==> src/logic/pwc_pkg.sv <==
// Package with register map, field layout, timing constants and carrier types.
package pwc_pkg;

  localparam int          APB_AW          = 8;
  localparam int          APB_DW          = 32;

  // Register byte offsets.
  localparam logic [7:0]  OFS_WAKE_CTRL   = 8'h84;
  localparam logic [7:0]  OFS_ENDIAN_TEST = 8'h64;

  // Field positions of the power_wake_control register.
  localparam int          BIT_READY       = 0;
  localparam int          BIT_PIN_EN      = 1;
  localparam int          BIT_POLARITY    = 2;
  localparam int          BIT_PULSE_SEL   = 3;
  localparam int          BIT_CAUSE_LO    = 4;
  localparam int          BIT_CAUSE_HI    = 5;
  localparam int          BIT_DRIVE_TYPE  = 6;
  localparam int          BIT_ENERGY_WAKE_ENABLE       = 8;
  localparam int          BIT_WF_EN       = 9;
  localparam int          BIT_XCVR_RST    = 10;
  localparam int          BIT_PS_LO       = 12;
  localparam int          BIT_PS_HI       = 13;

  // Value read back from the endian test register; the pattern is arbitrary.
  localparam logic [31:0] ENDIAN_PATTERN  = 32'h0A5A_5A0F;

  // Timing, each in its own unit, and derived cycle counts.
  localparam int          CLK_PERIOD_NS   = 50;
  localparam int          XCVR_RST_MIN_US = 100;
  localparam int          PULSE_MS        = 50;
  localparam int          SETTLE_NS       = 2000;
  // A least time rounds up to whole cycles.
  localparam int          XCVR_RST_CYC    = (XCVR_RST_MIN_US * 1000 + CLK_PERIOD_NS - 1)
                                            / CLK_PERIOD_NS;
  localparam int          PULSE_CYC       = (PULSE_MS * 1000000) / CLK_PERIOD_NS;
  localparam int          SETTLE_CYC      = (SETTLE_NS + CLK_PERIOD_NS - 1) / CLK_PERIOD_NS;

  localparam logic [1:0]  CAUSE_NONE      = 2'h0;

  typedef enum logic [1:0] {
    PS_FULL   = 2'h0,
    PS_WAKE   = 2'h1,
    PS_ENERGY = 2'h2
  } pwc_pstate_t;

  typedef struct packed {
    logic wf_en;
    logic energy_wake_enable;
    logic drive_type;
    logic pulse_sel;
    logic polarity;
    logic pin_en;
  } pwc_ctrl_t;

  localparam pwc_ctrl_t   CTRL_RESET      = '{default: 1'b0};

endpackage

==> src/logic/pwc_timer.sv <==
// Down-counting hold timer that reports busy while the loaded time runs.
`timescale 1ns/10ps
module pwc_timer
  import pwc_pkg::*;
#(
  parameter int CNT_W  = 12,
  parameter int CYCLES = 16
) (
  input  wire logic clk_i,
  input  wire logic sys_rst_i,
  input  wire logic start_i,
  input  wire logic stop_i,
  output logic      busy_o
);

  generate
    if (CYCLES < 1 || CYCLES >= (2 ** CNT_W)) begin : g_chk
      $error("pwc_timer: CYCLES does not fit CNT_W");
    end
  endgenerate

  localparam logic [CNT_W-1:0] LOAD = CNT_W'(CYCLES);
  localparam logic [CNT_W-1:0] ONE  = CNT_W'(1);

  logic [CNT_W-1:0] cnt_reg;

  always_ff @(posedge clk_i) begin
    if (sys_rst_i) begin
      cnt_reg <= '0;
      busy_o  <= 1'b0;
    end else if (stop_i) begin
      cnt_reg <= '0;
      busy_o  <= 1'b0;
    end else if (start_i) begin
      cnt_reg <= LOAD;
      busy_o  <= 1'b1;
    end else if (cnt_reg != '0) begin
      cnt_reg <= cnt_reg - ONE;
      busy_o  <= (cnt_reg != ONE);
    end
  end

endmodule

==> src/logic/pwc_cause_bit.sv <==
// One sticky wake cause bit with write-one-to-clear held off by a live source.
`timescale 1ns/10ps
module pwc_cause_bit (
  input  wire logic clk_i,
  input  wire logic sys_rst_i,
  input  wire logic src_i,
  input  wire logic clr_i,
  output logic      flag_o,
  output logic      rise_o
);

  always_ff @(posedge clk_i) begin
    if (sys_rst_i) begin
      flag_o <= 1'b0;
      rise_o <= 1'b0;
    end else begin
      // A live source both sets the bit and blocks the clear, so set wins.
      flag_o <= src_i | (flag_o & ~clr_i);
      rise_o <= src_i & ~flag_o;
    end
  end

endmodule

==> src/logic/pwc_wake_ctrl.sv <==
// Power state, transceiver reset, wake cause and wake pin control behind APB.
// Operation
// - Control register readable in every power state.
// - Bits 13-12 select power state, self-clearing.
// - Endian test write wakes from reduced state.
// - Bit 10 resets transceiver at least 100us.
// - Reset bit writes ignored while it reads high.
// - Wake frame event raises interrupt and pin.
// - Energy event raises interrupt and pin.
// - Bit 6 picks open-drain or push-pull pin.
// - Bit 2 sets push-pull pin polarity.
// - Bits 5-4 report the wake cause.
// - Cause cleared by one, only when fully ready.
// - Cause clears only after its source clears.
// - Bit 3 picks 50ms pulse or static pin.
// - Pin drops on cause or enable clear.
// - Bit 1 gates pin, never the interrupt.
// - Bit 0 reads one once device stabilised.
`timescale 1ns/10ps
module pwc_wake_ctrl
  import pwc_pkg::*;
#(
  parameter int PULSE_CYCLES = PULSE_CYC,
  parameter int PULSE_W      = 21
) (
  input  wire logic              clk_i,
  input  wire logic              sys_rst_i,
  input  wire logic              psel_i,
  input  wire logic              penable_i,
  input  wire logic              pwrite_i,
  input  wire logic [APB_AW-1:0] paddr_i,
  input  wire logic [APB_DW-1:0] pwdata_i,
  input  wire logic [3:0]        pstrb_i,
  output logic      [APB_DW-1:0] prdata_o,
  output logic                   pready_o,
  output logic                   pslverr_o,
  input  wire logic              wake_frame_src_i,
  input  wire logic              energy_src_i,
  output logic      [1:0]        power_state_o,
  output logic                   xcvr_rst_o,
  output logic                   wake_interrupt_o,
  output logic                   wake_pin_o,
  output logic                   wake_pin_oe_o
);

  pwc_pstate_t  ps_reg;
  pwc_ctrl_t    ctrl_reg;
  logic         ready_reg;
  logic         read_seen_reg;
  logic         boot_reg;
  logic         settle_busy;
  logic         pulse_busy;
  logic [1:0]   cause;
  logic [1:0]   cause_rise;
  logic         setup;
  logic         access;
  logic         hit_ctrl;
  logic         hit_endian;
  logic         wr_ok;
  logic         wr_ctrl;
  logic         wr_endian;
  logic         reduced;
  logic         wake_go;
  logic         sleep_go;
  logic         settle_start;
  logic         xcvr_start;
  logic [1:0]   ps_wr;
  logic [1:0]   cause_clr;
  logic         wf_src;
  logic         ed_src;
  logic         want_pin;
  logic         pin_active;
  logic [31:0]  ctrl_view;

  // The reset and settle counters are sized from their own counts, so a changed time cannot overflow them.
  localparam int XCVR_CNT_W   = $clog2(XCVR_RST_CYC + 1);
  localparam int SETTLE_CNT_W = $clog2(SETTLE_CYC + 1);

  // The pulse counter must hold the whole pulse, or the pin would drop early.
  generate
    if (PULSE_W < 1 || PULSE_W > 30) begin : g_chk_width
      $error("pwc_wake_ctrl: PULSE_W out of range");
    end
    if (PULSE_CYCLES < 1 || PULSE_CYCLES >= (2 ** PULSE_W)) begin : g_chk_pulse
      $error("pwc_wake_ctrl: PULSE_CYCLES does not fit PULSE_W");
    end
  endgenerate

  // Only whole-word writes are taken; a partial strobe could tear the self-clearing fields.
  assign setup      = psel_i & ~penable_i;
  assign access     = psel_i & penable_i & pready_o;
  assign hit_ctrl   = (paddr_i == OFS_WAKE_CTRL);
  assign hit_endian = (paddr_i == OFS_ENDIAN_TEST);
  assign wr_ok      = access & pwrite_i & read_seen_reg & (pstrb_i == 4'hF);
  assign wr_ctrl    = wr_ok & hit_ctrl;
  assign wr_endian  = wr_ok & hit_endian;
  assign reduced    = (ps_reg != PS_FULL);
  assign ps_wr      = pwdata_i[BIT_PS_HI:BIT_PS_LO];

  assign wf_src = ctrl_reg.wf_en & wake_frame_src_i;
  assign ed_src = ctrl_reg.energy_wake_enable & energy_src_i;

  // An enabled event also ends a reduced state, as does a write to the endian test word.
  assign wake_go  = reduced & (wr_endian | wf_src | ed_src);
  assign sleep_go = wr_ctrl & ~reduced & ready_reg
                  & ((ps_wr == PS_WAKE) | (ps_wr == PS_ENERGY));
  assign settle_start = ~boot_reg | wake_go;
  assign xcvr_start   = wr_ctrl & pwdata_i[BIT_XCVR_RST] & ~xcvr_rst_o;

  // Clear strobe only counts in full power with ready set; live sources hold the bit.
  assign cause_clr[0] = wr_ctrl & ~reduced & ready_reg & pwdata_i[BIT_CAUSE_LO];
  assign cause_clr[1] = wr_ctrl & ~reduced & ready_reg & pwdata_i[BIT_CAUSE_HI];

  pwc_cause_bit u_cause_energy (
    .clk_i     (clk_i),
    .sys_rst_i (sys_rst_i),
    .src_i     (ed_src),
    .clr_i     (cause_clr[0]),
    .flag_o    (cause[0]),
    .rise_o    (cause_rise[0])
  );

  pwc_cause_bit u_cause_frame (
    .clk_i     (clk_i),
    .sys_rst_i (sys_rst_i),
    .src_i     (wf_src),
    .clr_i     (cause_clr[1]),
    .flag_o    (cause[1]),
    .rise_o    (cause_rise[1])
  );

  pwc_timer #(
    .CNT_W  (XCVR_CNT_W),
    .CYCLES (XCVR_RST_CYC)
  ) u_xcvr_timer (
    .clk_i     (clk_i),
    .sys_rst_i (sys_rst_i),
    .start_i   (xcvr_start),
    .stop_i    (1'b0),
    .busy_o    (xcvr_rst_o)
  );

  pwc_timer #(
    .CNT_W  (SETTLE_CNT_W),
    .CYCLES (SETTLE_CYC)
  ) u_settle_timer (
    .clk_i     (clk_i),
    .sys_rst_i (sys_rst_i),
    .start_i   (settle_start),
    .stop_i    (1'b0),
    .busy_o    (settle_busy)
  );

  // A fresh event restarts the pulse; losing cause or enable ends it early.
  pwc_timer #(
    .CNT_W  (PULSE_W),
    .CYCLES (PULSE_CYCLES)
  ) u_pulse_timer (
    .clk_i     (clk_i),
    .sys_rst_i (sys_rst_i),
    .start_i   (|cause_rise),
    .stop_i    (~want_pin),
    .busy_o    (pulse_busy)
  );

  always_ff @(posedge clk_i) begin
    if (sys_rst_i) begin
      boot_reg <= 1'b0;
    end else begin
      boot_reg <= 1'b1;
    end
  end

  always_ff @(posedge clk_i) begin
    if (sys_rst_i) begin
      ps_reg <= PS_FULL;
    end else if (wake_go) begin
      ps_reg <= PS_FULL;
    end else if (sleep_go) begin
      ps_reg <= pwc_pstate_t'(ps_wr);
    end
  end

  // Ready stays low through the settle time after reset and after every wake.
  always_ff @(posedge clk_i) begin
    if (sys_rst_i) begin
      ready_reg <= 1'b0;
    end else if (sleep_go | settle_start) begin
      ready_reg <= 1'b0;
    end else begin
      ready_reg <= ~reduced & ~settle_busy;
    end
  end

  // Writes stay dead until the host has completed a read since reset, sleep or wake.
  always_ff @(posedge clk_i) begin
    if (sys_rst_i) begin
      read_seen_reg <= 1'b0;
    end else if (sleep_go | wake_go) begin
      read_seen_reg <= 1'b0;
    end else if (access & ~pwrite_i) begin
      read_seen_reg <= 1'b1;
    end
  end

  always_ff @(posedge clk_i) begin
    if (sys_rst_i) begin
      ctrl_reg <= CTRL_RESET;
    end else if (wr_ctrl) begin
      ctrl_reg.wf_en      <= pwdata_i[BIT_WF_EN];
      ctrl_reg.energy_wake_enable      <= pwdata_i[BIT_ENERGY_WAKE_ENABLE];
      ctrl_reg.drive_type <= pwdata_i[BIT_DRIVE_TYPE];
      ctrl_reg.pulse_sel  <= pwdata_i[BIT_PULSE_SEL];
      ctrl_reg.polarity   <= pwdata_i[BIT_POLARITY];
      ctrl_reg.pin_en     <= pwdata_i[BIT_PIN_EN];
    end
  end

  // Interrupt follows cause and enable only; the pin enable has no say here.
  always_ff @(posedge clk_i) begin
    if (sys_rst_i) begin
      wake_interrupt_o <= 1'b0;
    end else begin
      wake_interrupt_o <= (cause[1] & ctrl_reg.wf_en)
                        | (cause[0] & ctrl_reg.energy_wake_enable);
    end
  end

  assign want_pin   = ctrl_reg.pin_en & ((cause[1] & ctrl_reg.wf_en)
                    | (cause[0] & ctrl_reg.energy_wake_enable));
  assign pin_active = want_pin & (~ctrl_reg.pulse_sel | pulse_busy);

  // Open drain pulls low only while active; push-pull drives always with chosen polarity.
  always_ff @(posedge clk_i) begin
    if (sys_rst_i) begin
      wake_pin_o    <= 1'b0;
      wake_pin_oe_o <= 1'b0;
    end else if (ctrl_reg.drive_type) begin
      wake_pin_o    <= ~(pin_active ^ ctrl_reg.polarity);
      wake_pin_oe_o <= 1'b1;
    end else begin
      wake_pin_o    <= 1'b0;
      wake_pin_oe_o <= pin_active;
    end
  end

  always_ff @(posedge clk_i) begin
    if (sys_rst_i) begin
      power_state_o <= PS_FULL;
    end else begin
      power_state_o <= ps_reg;
    end
  end

  always_comb begin
    ctrl_view                            = '0;
    ctrl_view[BIT_PS_HI:BIT_PS_LO]       = ps_reg;
    ctrl_view[BIT_XCVR_RST]              = xcvr_rst_o;
    ctrl_view[BIT_WF_EN]                 = ctrl_reg.wf_en;
    ctrl_view[BIT_ENERGY_WAKE_ENABLE]                 = ctrl_reg.energy_wake_enable;
    ctrl_view[BIT_DRIVE_TYPE]            = ctrl_reg.drive_type;
    ctrl_view[BIT_CAUSE_HI:BIT_CAUSE_LO] = cause;
    ctrl_view[BIT_PULSE_SEL]             = ctrl_reg.pulse_sel;
    ctrl_view[BIT_POLARITY]              = ctrl_reg.polarity;
    ctrl_view[BIT_PIN_EN]                = ctrl_reg.pin_en;
    ctrl_view[BIT_READY]                 = ready_reg;
  end

  // No wait state: the answer is formed in the setup cycle and stands for the access cycle.
  always_ff @(posedge clk_i) begin
    if (sys_rst_i) begin
      pready_o  <= 1'b0;
      pslverr_o <= 1'b0;
      prdata_o  <= '0;
    end else if (setup) begin
      pready_o  <= 1'b1;
      prdata_o  <= '0;
      pslverr_o <= 1'b0;
      if (hit_ctrl) begin
        if (!pwrite_i) begin
          prdata_o <= ctrl_view;
        end
      end else if (hit_endian) begin
        if (!pwrite_i) begin
          prdata_o  <= ready_reg ? ENDIAN_PATTERN : '0;
          pslverr_o <= ~ready_reg;
        end
      end else begin
        pslverr_o <= 1'b1;
      end
    end else begin
      pready_o  <= 1'b0;
      pslverr_o <= 1'b0;
      prdata_o  <= '0;
    end
  end

endmodule

==> config.mk <==
export PLATFORM = sky130hd
export DESIGN_NAME = pwc_wake_ctrl
export DESIGN_NICKNAME = d
export VERILOG_FILES = /design/src/logic/pwc_pkg.sv /design/src/logic/pwc_timer.sv /design/src/logic/pwc_cause_bit.sv /design/src/logic/pwc_wake_ctrl.sv
export SDC_FILE = /design/constraint.sdc
export NUM_CORES = 1
export LEC_CHECK = 0
export ABC_CLOCK_PERIOD_IN_PS = 2500
export BUFFER_PORTS_ARGS = -buffer_cell sky130_fd_sc_hd__buf_2
export CORE_ASPECT_RATIO = 0.7
export CORE_UTILIZATION = 53
export DETAILED_ROUTE_END_ITERATION = 6
export MAX_ROUTING_LAYER = met4
export PLACE_DENSITY = 0.82
export SLEW_MARGIN = 20
export SYNTH_ARGS = -nofsm -noshare
export SYNTH_HDL_FRONTEND = slang
export SYNTH_SLANG_ARGS = --single-unit
==> constraint.sdc <==
create_clock -name clk_i -period 2.5 [get_ports clk_i]
set_input_delay 0.125 -clock clk_i [delete_from_list [all_inputs] [get_ports clk_i]]
set_output_delay 0.125 -clock clk_i [all_outputs]
set_load 0.02 [all_outputs]
* Word level (Yosys, flattened, before mapping) *
Cells that the tools add are included.

word-level totals
  register bits after elaboration = 95
  bits of input ports = 51
  output and inout bits = 40
  word-level logic and storage cells = 136

operators by class
  add/sub/neg operators = 3
  eq/ne operators = 8
  mux-type cells = 22
  bitwise operators = 55
  reduce and logical (&&, ||, !) cells = 18

operators with widths
  cell                                                                  number
  28-bit 2-to-1 mux                                                     3
  20-bit 2-to-1 mux                                                     2
  32-bit 2-to-1 mux                                                     1
  1-bit AND                                                             28
  11-bit 2-to-1 mux                                                     2
  21-bit by 1-bit != test with 1-bit output, second input constant      1
  21-bit nonzero test                                                   1
  21-bit by 1-bit subtractor with 21-bit output, second input constant  1
  2-bit OR reduction                                                    9
  1-bit NOT                                                             16
  14-bit 2-to-1 mux                                                     1
  6-bit 2-to-1 mux                                                      2
  1-bit 2-to-1 mux                                                      11
  11-bit by 1-bit != test with 1-bit output, second input constant      1
  11-bit nonzero test                                                   1
  11-bit by 1-bit subtractor with 11-bit output, second input constant  1
  1-bit OR                                                              10
  8-bit by 7-bit == test with 1-bit output, second input constant       1
  8-bit == test, second input constant                                  1
  2-bit nonzero test                                                    4
  6-bit by 1-bit != test with 1-bit output, second input constant       1
  6-bit nonzero test                                                    1
  6-bit by 1-bit subtractor with 6-bit output, second input constant    1
  4-bit == test, second input constant                                  1
  other kinds (5)                                                       5

* Logic depth before layout (Yosys ltp) *
  depth after elaboration = 12
  mapped depth = 8
  depth with buffers taken out = 6

* By module *
Synthesis repeated with hierarchy kept, for this count alone.

second synthesis, totals
  cell total of the unflattened synthesis = 393
  area total of the unflattened synthesis = 3613.5 µm²

modules (own cells, without submodules)
  module                      times used  cells an instance  area each (µm²)  sequential area each (µm²)
  pwc_wake_ctrl               1           146                1360.1           640.6
  pwc_timer (u_pulse_timer)   1           124                1133.6           440.4
  pwc_timer (u_xcvr_timer)    1           72                 631.9            240.2
  pwc_timer (u_settle_timer)  1           39                 360.3            140.1
  pwc_cause_bit               2           6                  63.8             40.0

* Worst setup path after synthesis *
Ideal clock, no wire load.

  path type = register to register
  from = register u_pulse_timer.cnt_reg[9]
  to = register u_pulse_timer.cnt_reg[14]
  setup time = 0.074 ns
  arrival = 1.828 ns
  required time = 2.426 ns
  path slack = 0.597 ns
  stages on the path, launching flop included = 6
  path buffers = 1
  clock period less this slack = 1.903 ns
  cell sequence = dfxtp_1 > or4_1 > buf_2 > or3_1 > or4_1 > a31oi_1

on the way
  longest elaborated chain between the ends = 3
  elaborated cells on any way between the ends = 5
  classes of those cells = 1 x add/sub; 2 x mux; 2 x reduce/logical

ends and longest elaborated chain
  what                                           line             text
  from (decl)                                    pwc_timer.sv:25  logic [CNT_W-1:0] cnt_reg;
  from (signal assigned)                         pwc_timer.sv:38  cnt_reg <= cnt_reg - ONE;
  21-bit by 1-bit subtractor with 21-bit output  pwc_timer.sv:38
  20-bit 2-to-1 mux                              pwc_timer.sv:37  end else if (cnt_reg != '0) begin
  20-bit 2-to-1 mux                              pwc_timer.sv:34  end else if (start_i) begin

Several ways; a longest one is shown, not always the timed one. The select of a mux whose other input is x is not followed.
A chain may end at the register's enable or synchronous reset.

* Worst setup path after layout *
  from = register u_pulse_timer.cnt_reg[9]
  to = register u_pulse_timer.cnt_reg[9]

The elaborated chain is that of the path after synthesis.

==> key figures <==
Global route
  • Largest net degree at the start of global routing: 30
  • Antenna violations before repair: 0
  • First-pass GRT wire length: 13700 um
  • Total track usage: 25.2%
  • Vias in the first global route: 2935
  • Grt ovf: 0

Yosys
  • Post-synth EDFFs: 0
  • Register area share after synthesis: 43.3%
  • Most used DFF post-synth: dfxtp_1
  • Ys Warns: 0
  • Netlist cell types: 54
  • Ys async rst share: 0%
  • Post-Synthesis Cells: 404
  • Syn avg cell area: 8.81 sq um
  • Flops & latches, synth: 77
  • Mapped Area: 3560 sq um

STA
  • Fin. Hold Viols: 0
  • Fmax: 0.477 GHz
  • Worst slew margin: 37.2%
  • # setup viols final: 0
  • Fin crit period: 2.10 ns
  • Fin crit share: 83.8%
  • Min Hold Slack: 0.0317 ns
  • Worst clock skew: 0.00892 ns
  • Total negative setup slack: 0 ns
  • Worst Tran Pin Value: 0.936 ns
  • Pins Over Slew Limit: 0
  • RSZ-0062 raised after global routing: no

Cells and area
  • Largest register FFs: 21
  • Filler Cells Inserted: 548
  • Reg area: 1540 sq um
  • Multi-input gate area: 1820 sq um
  • Util after Layout: 64.6%
  • Ant. Diodes: 0
  • Most frequent cells in the layout: dfxtp_1 (77), buf_2 (57), a21oi_1 (26)
  • NumNets Final: 516
  • Commonest non-fill, non-tap cell in the layout: dfxtp_1
  • Syn-to-layout area delta: 15.5%
  • Layout cells sized above 1: 20.1%

Route
  • 1st-iter DRT viols: 187
  • DRC Markers: 0
  • Vias per cell: 5.81
  • DRT antenna net count: 0
  • Vias: 3220
  • Pre-antenna DRT Iters: 4
  • Routed wire length: 8080 um
  • Mean routed wirelength per cell: 14.6 um

Power and ir drop
  • Maximum resistive drop on vdd: 582 uV
  • Total power: 3.21 mW
  • Leak: 1.73 nW
  • Pwr Density: 780 nW/um^2

Floorplanning
  • Core Rows: 24
  • Core area: 6370 sq um
  • Die height: 70.6 um
  • Starting density of the core: 55.9%
  • Area of the die: 7060 sq um
  • IO Count: 91
  • DIE WIDTH: 100 um

Setup path
  • Max stage delay on crit path: 0.65 ns
  • Number of buffer and inverter stages on the critical path: 0
  • Crit-path cells: or4_1 -> nor4_1 -> or3_2 -> a31oi_1
  • Crit Path Category: reg2reg
  • Worst path top cell family by delay: simple AND/OR/NAND/NOR gates
  • Worst Path Required: 2.73 ns
  • Startpoint types: flop
  • Worst-path maximum fanout: 8
  • CP arrival: 2.33 ns
  • Slowest cell on the critical path: or4_1
  • Crit path capture type: flop

Clock tree
  • H-Tree Depth: 3
  • Clk_lat worst skew: 0.35 ns
  • Post-CTS setup buffer count: 0
  • Number of clock sinks: 77
  • Clock Tree Root: clkbuf_8
  • Worst-path clk slew: 0.08 ns
  • TritonCTS clock tree: yes
  • CTS Buffer Depth: 2
  • CTS Buf Count: 9
  • Resized cells post-CTS: 0

Place
  • Final Wtd Congestion: 0.901
  • Port buffer count: 57
  • DP HPWL: 5900 um

Outcome
  • Run status: finished, final reports clean

Run
  • # Max-Cap Violations: 0

Min path
  • Hold/Removal Path Class: in2reg
-- report_power, final --
group / internal, mW / switching (mW)
registers: 1.32 / 0.0965
clock network: 0.659 / 0.447
logic: 0.288 / 0.401
-- worst min-delay path, cell delays in order --
cell	delay, ns
buf_2	0.10
nand3_1	0.06
a21oi_1	0.05
-- cell type report --
type                    count  share of cell area, %
inverters                  13                   1.19
well taps                  91                   2.77
flip-flops and latches     77                   37.5
clock inverters             6                   2.71
clock buffers               9                   3.01
multi-input cells         292                   44.2
repair buffers             66                   8.64
-- final timing paths --
check,startpoint,end,slack [ns],depth (start not counted)
max,u_pulse_timer.cnt_reg[9]$_SDFFE_PP0P_,u_pulse_timer.cnt_reg[9]$_SDFFE_PP0P_,0.40,4
min,pwdata_i[2],ctrl_reg[1]$_SDFFE_PP0N_,0.03,3
max reg2reg,u_pulse_timer.cnt_reg[9]$_SDFFE_PP0P_,u_pulse_timer.cnt_reg[9]$_SDFFE_PP0P_,0.40,4
min reg2reg,u_xcvr_timer.cnt_reg[10]$_SDFFE_PP0P_,u_xcvr_timer.cnt_reg[10]$_SDFFE_PP0P_,0.47,2
-- cells in the mapped netlist, types with 2 or more instances --
cell type / count / area [sq um]
dfxtp_1: 77 / 1540
a21oi_1: 26 / 130
nand2_1: 23 / 86.3
nor2_1: 21 / 78.8
nor3_1: 21 / 105
nand3_1: 20 / 100
buf_4: 18 / 135
o21ai_0: 16 / 80.1
a31oi_1: 14 / 87.6
inv_1: 13 / 48.8
clkbuf_1: 12 / 45.0
nand2b_1: 11 / 68.8
or3_1: 11 / 68.8
mux2i_1: 10 / 100
nor4_1: 8 / 50.1
or4_1: 8 / 60.1
and2_1: 7 / 43.8
o31ai_1: 7 / 52.6
ha_1: 6 / 75.1
nand4_1: 6 / 37.5
nor2b_1: 6 / 37.5
a211oi_1: 5 / 37.5
a21o_1: 5 / 37.5
o41ai_1: 5 / 43.8
xnor2_1: 5 / 43.8
or2_2: 4 / 25.0
and3_1: 3 / 18.8
and4_1: 3 / 26.3
nand3b_1: 3 / 22.5
a31o_2: 2 / 17.5
buf_2: 2 / 10.0
nor3b_1: 2 / 15.0
nor4b_1: 2 / 17.5
o311a_1: 2 / 20.0
-- routing by layer --
metal,share of wire [%],vias up,global-route usage [%]
li1,-,1582,-
met1,49,1520,34.4
met2,44,105,36.8
met3,5.5,13,6.03
met4,1.5,0,8.53
met5,0,-,-
-- metrics by stage --
step	worst slack (ns)	std cells	instance area [sq um]
floorplan	0.597	415	3600
global placement	0.493	538	3870
detailed placement	0.385	538	3870
CTS	0.422	554	4110
global route	0.210	554	4110
finish	0.404	554	4110
-- cells by family after synthesis --
group	Yosys count	share of synthesized area, %
AOI/OAI and AO/OA	91	16.5
xor gates and xnor gates	5	1.23
adders and majority gates	6	2.11
buffers and inverters	46	6.82
DFF	77	43.3
muxes	10	2.81
other	1	0.105
and+or+nand+nor	168	27.1
-- what timing repair did --
action | in CTS | in global routing
hold buffers | 1 | 0
endpoints found under the setup margin | 0 | 0
endpoints found under the hold margin | 1 | 0
(Power assumes the default switching activity.)
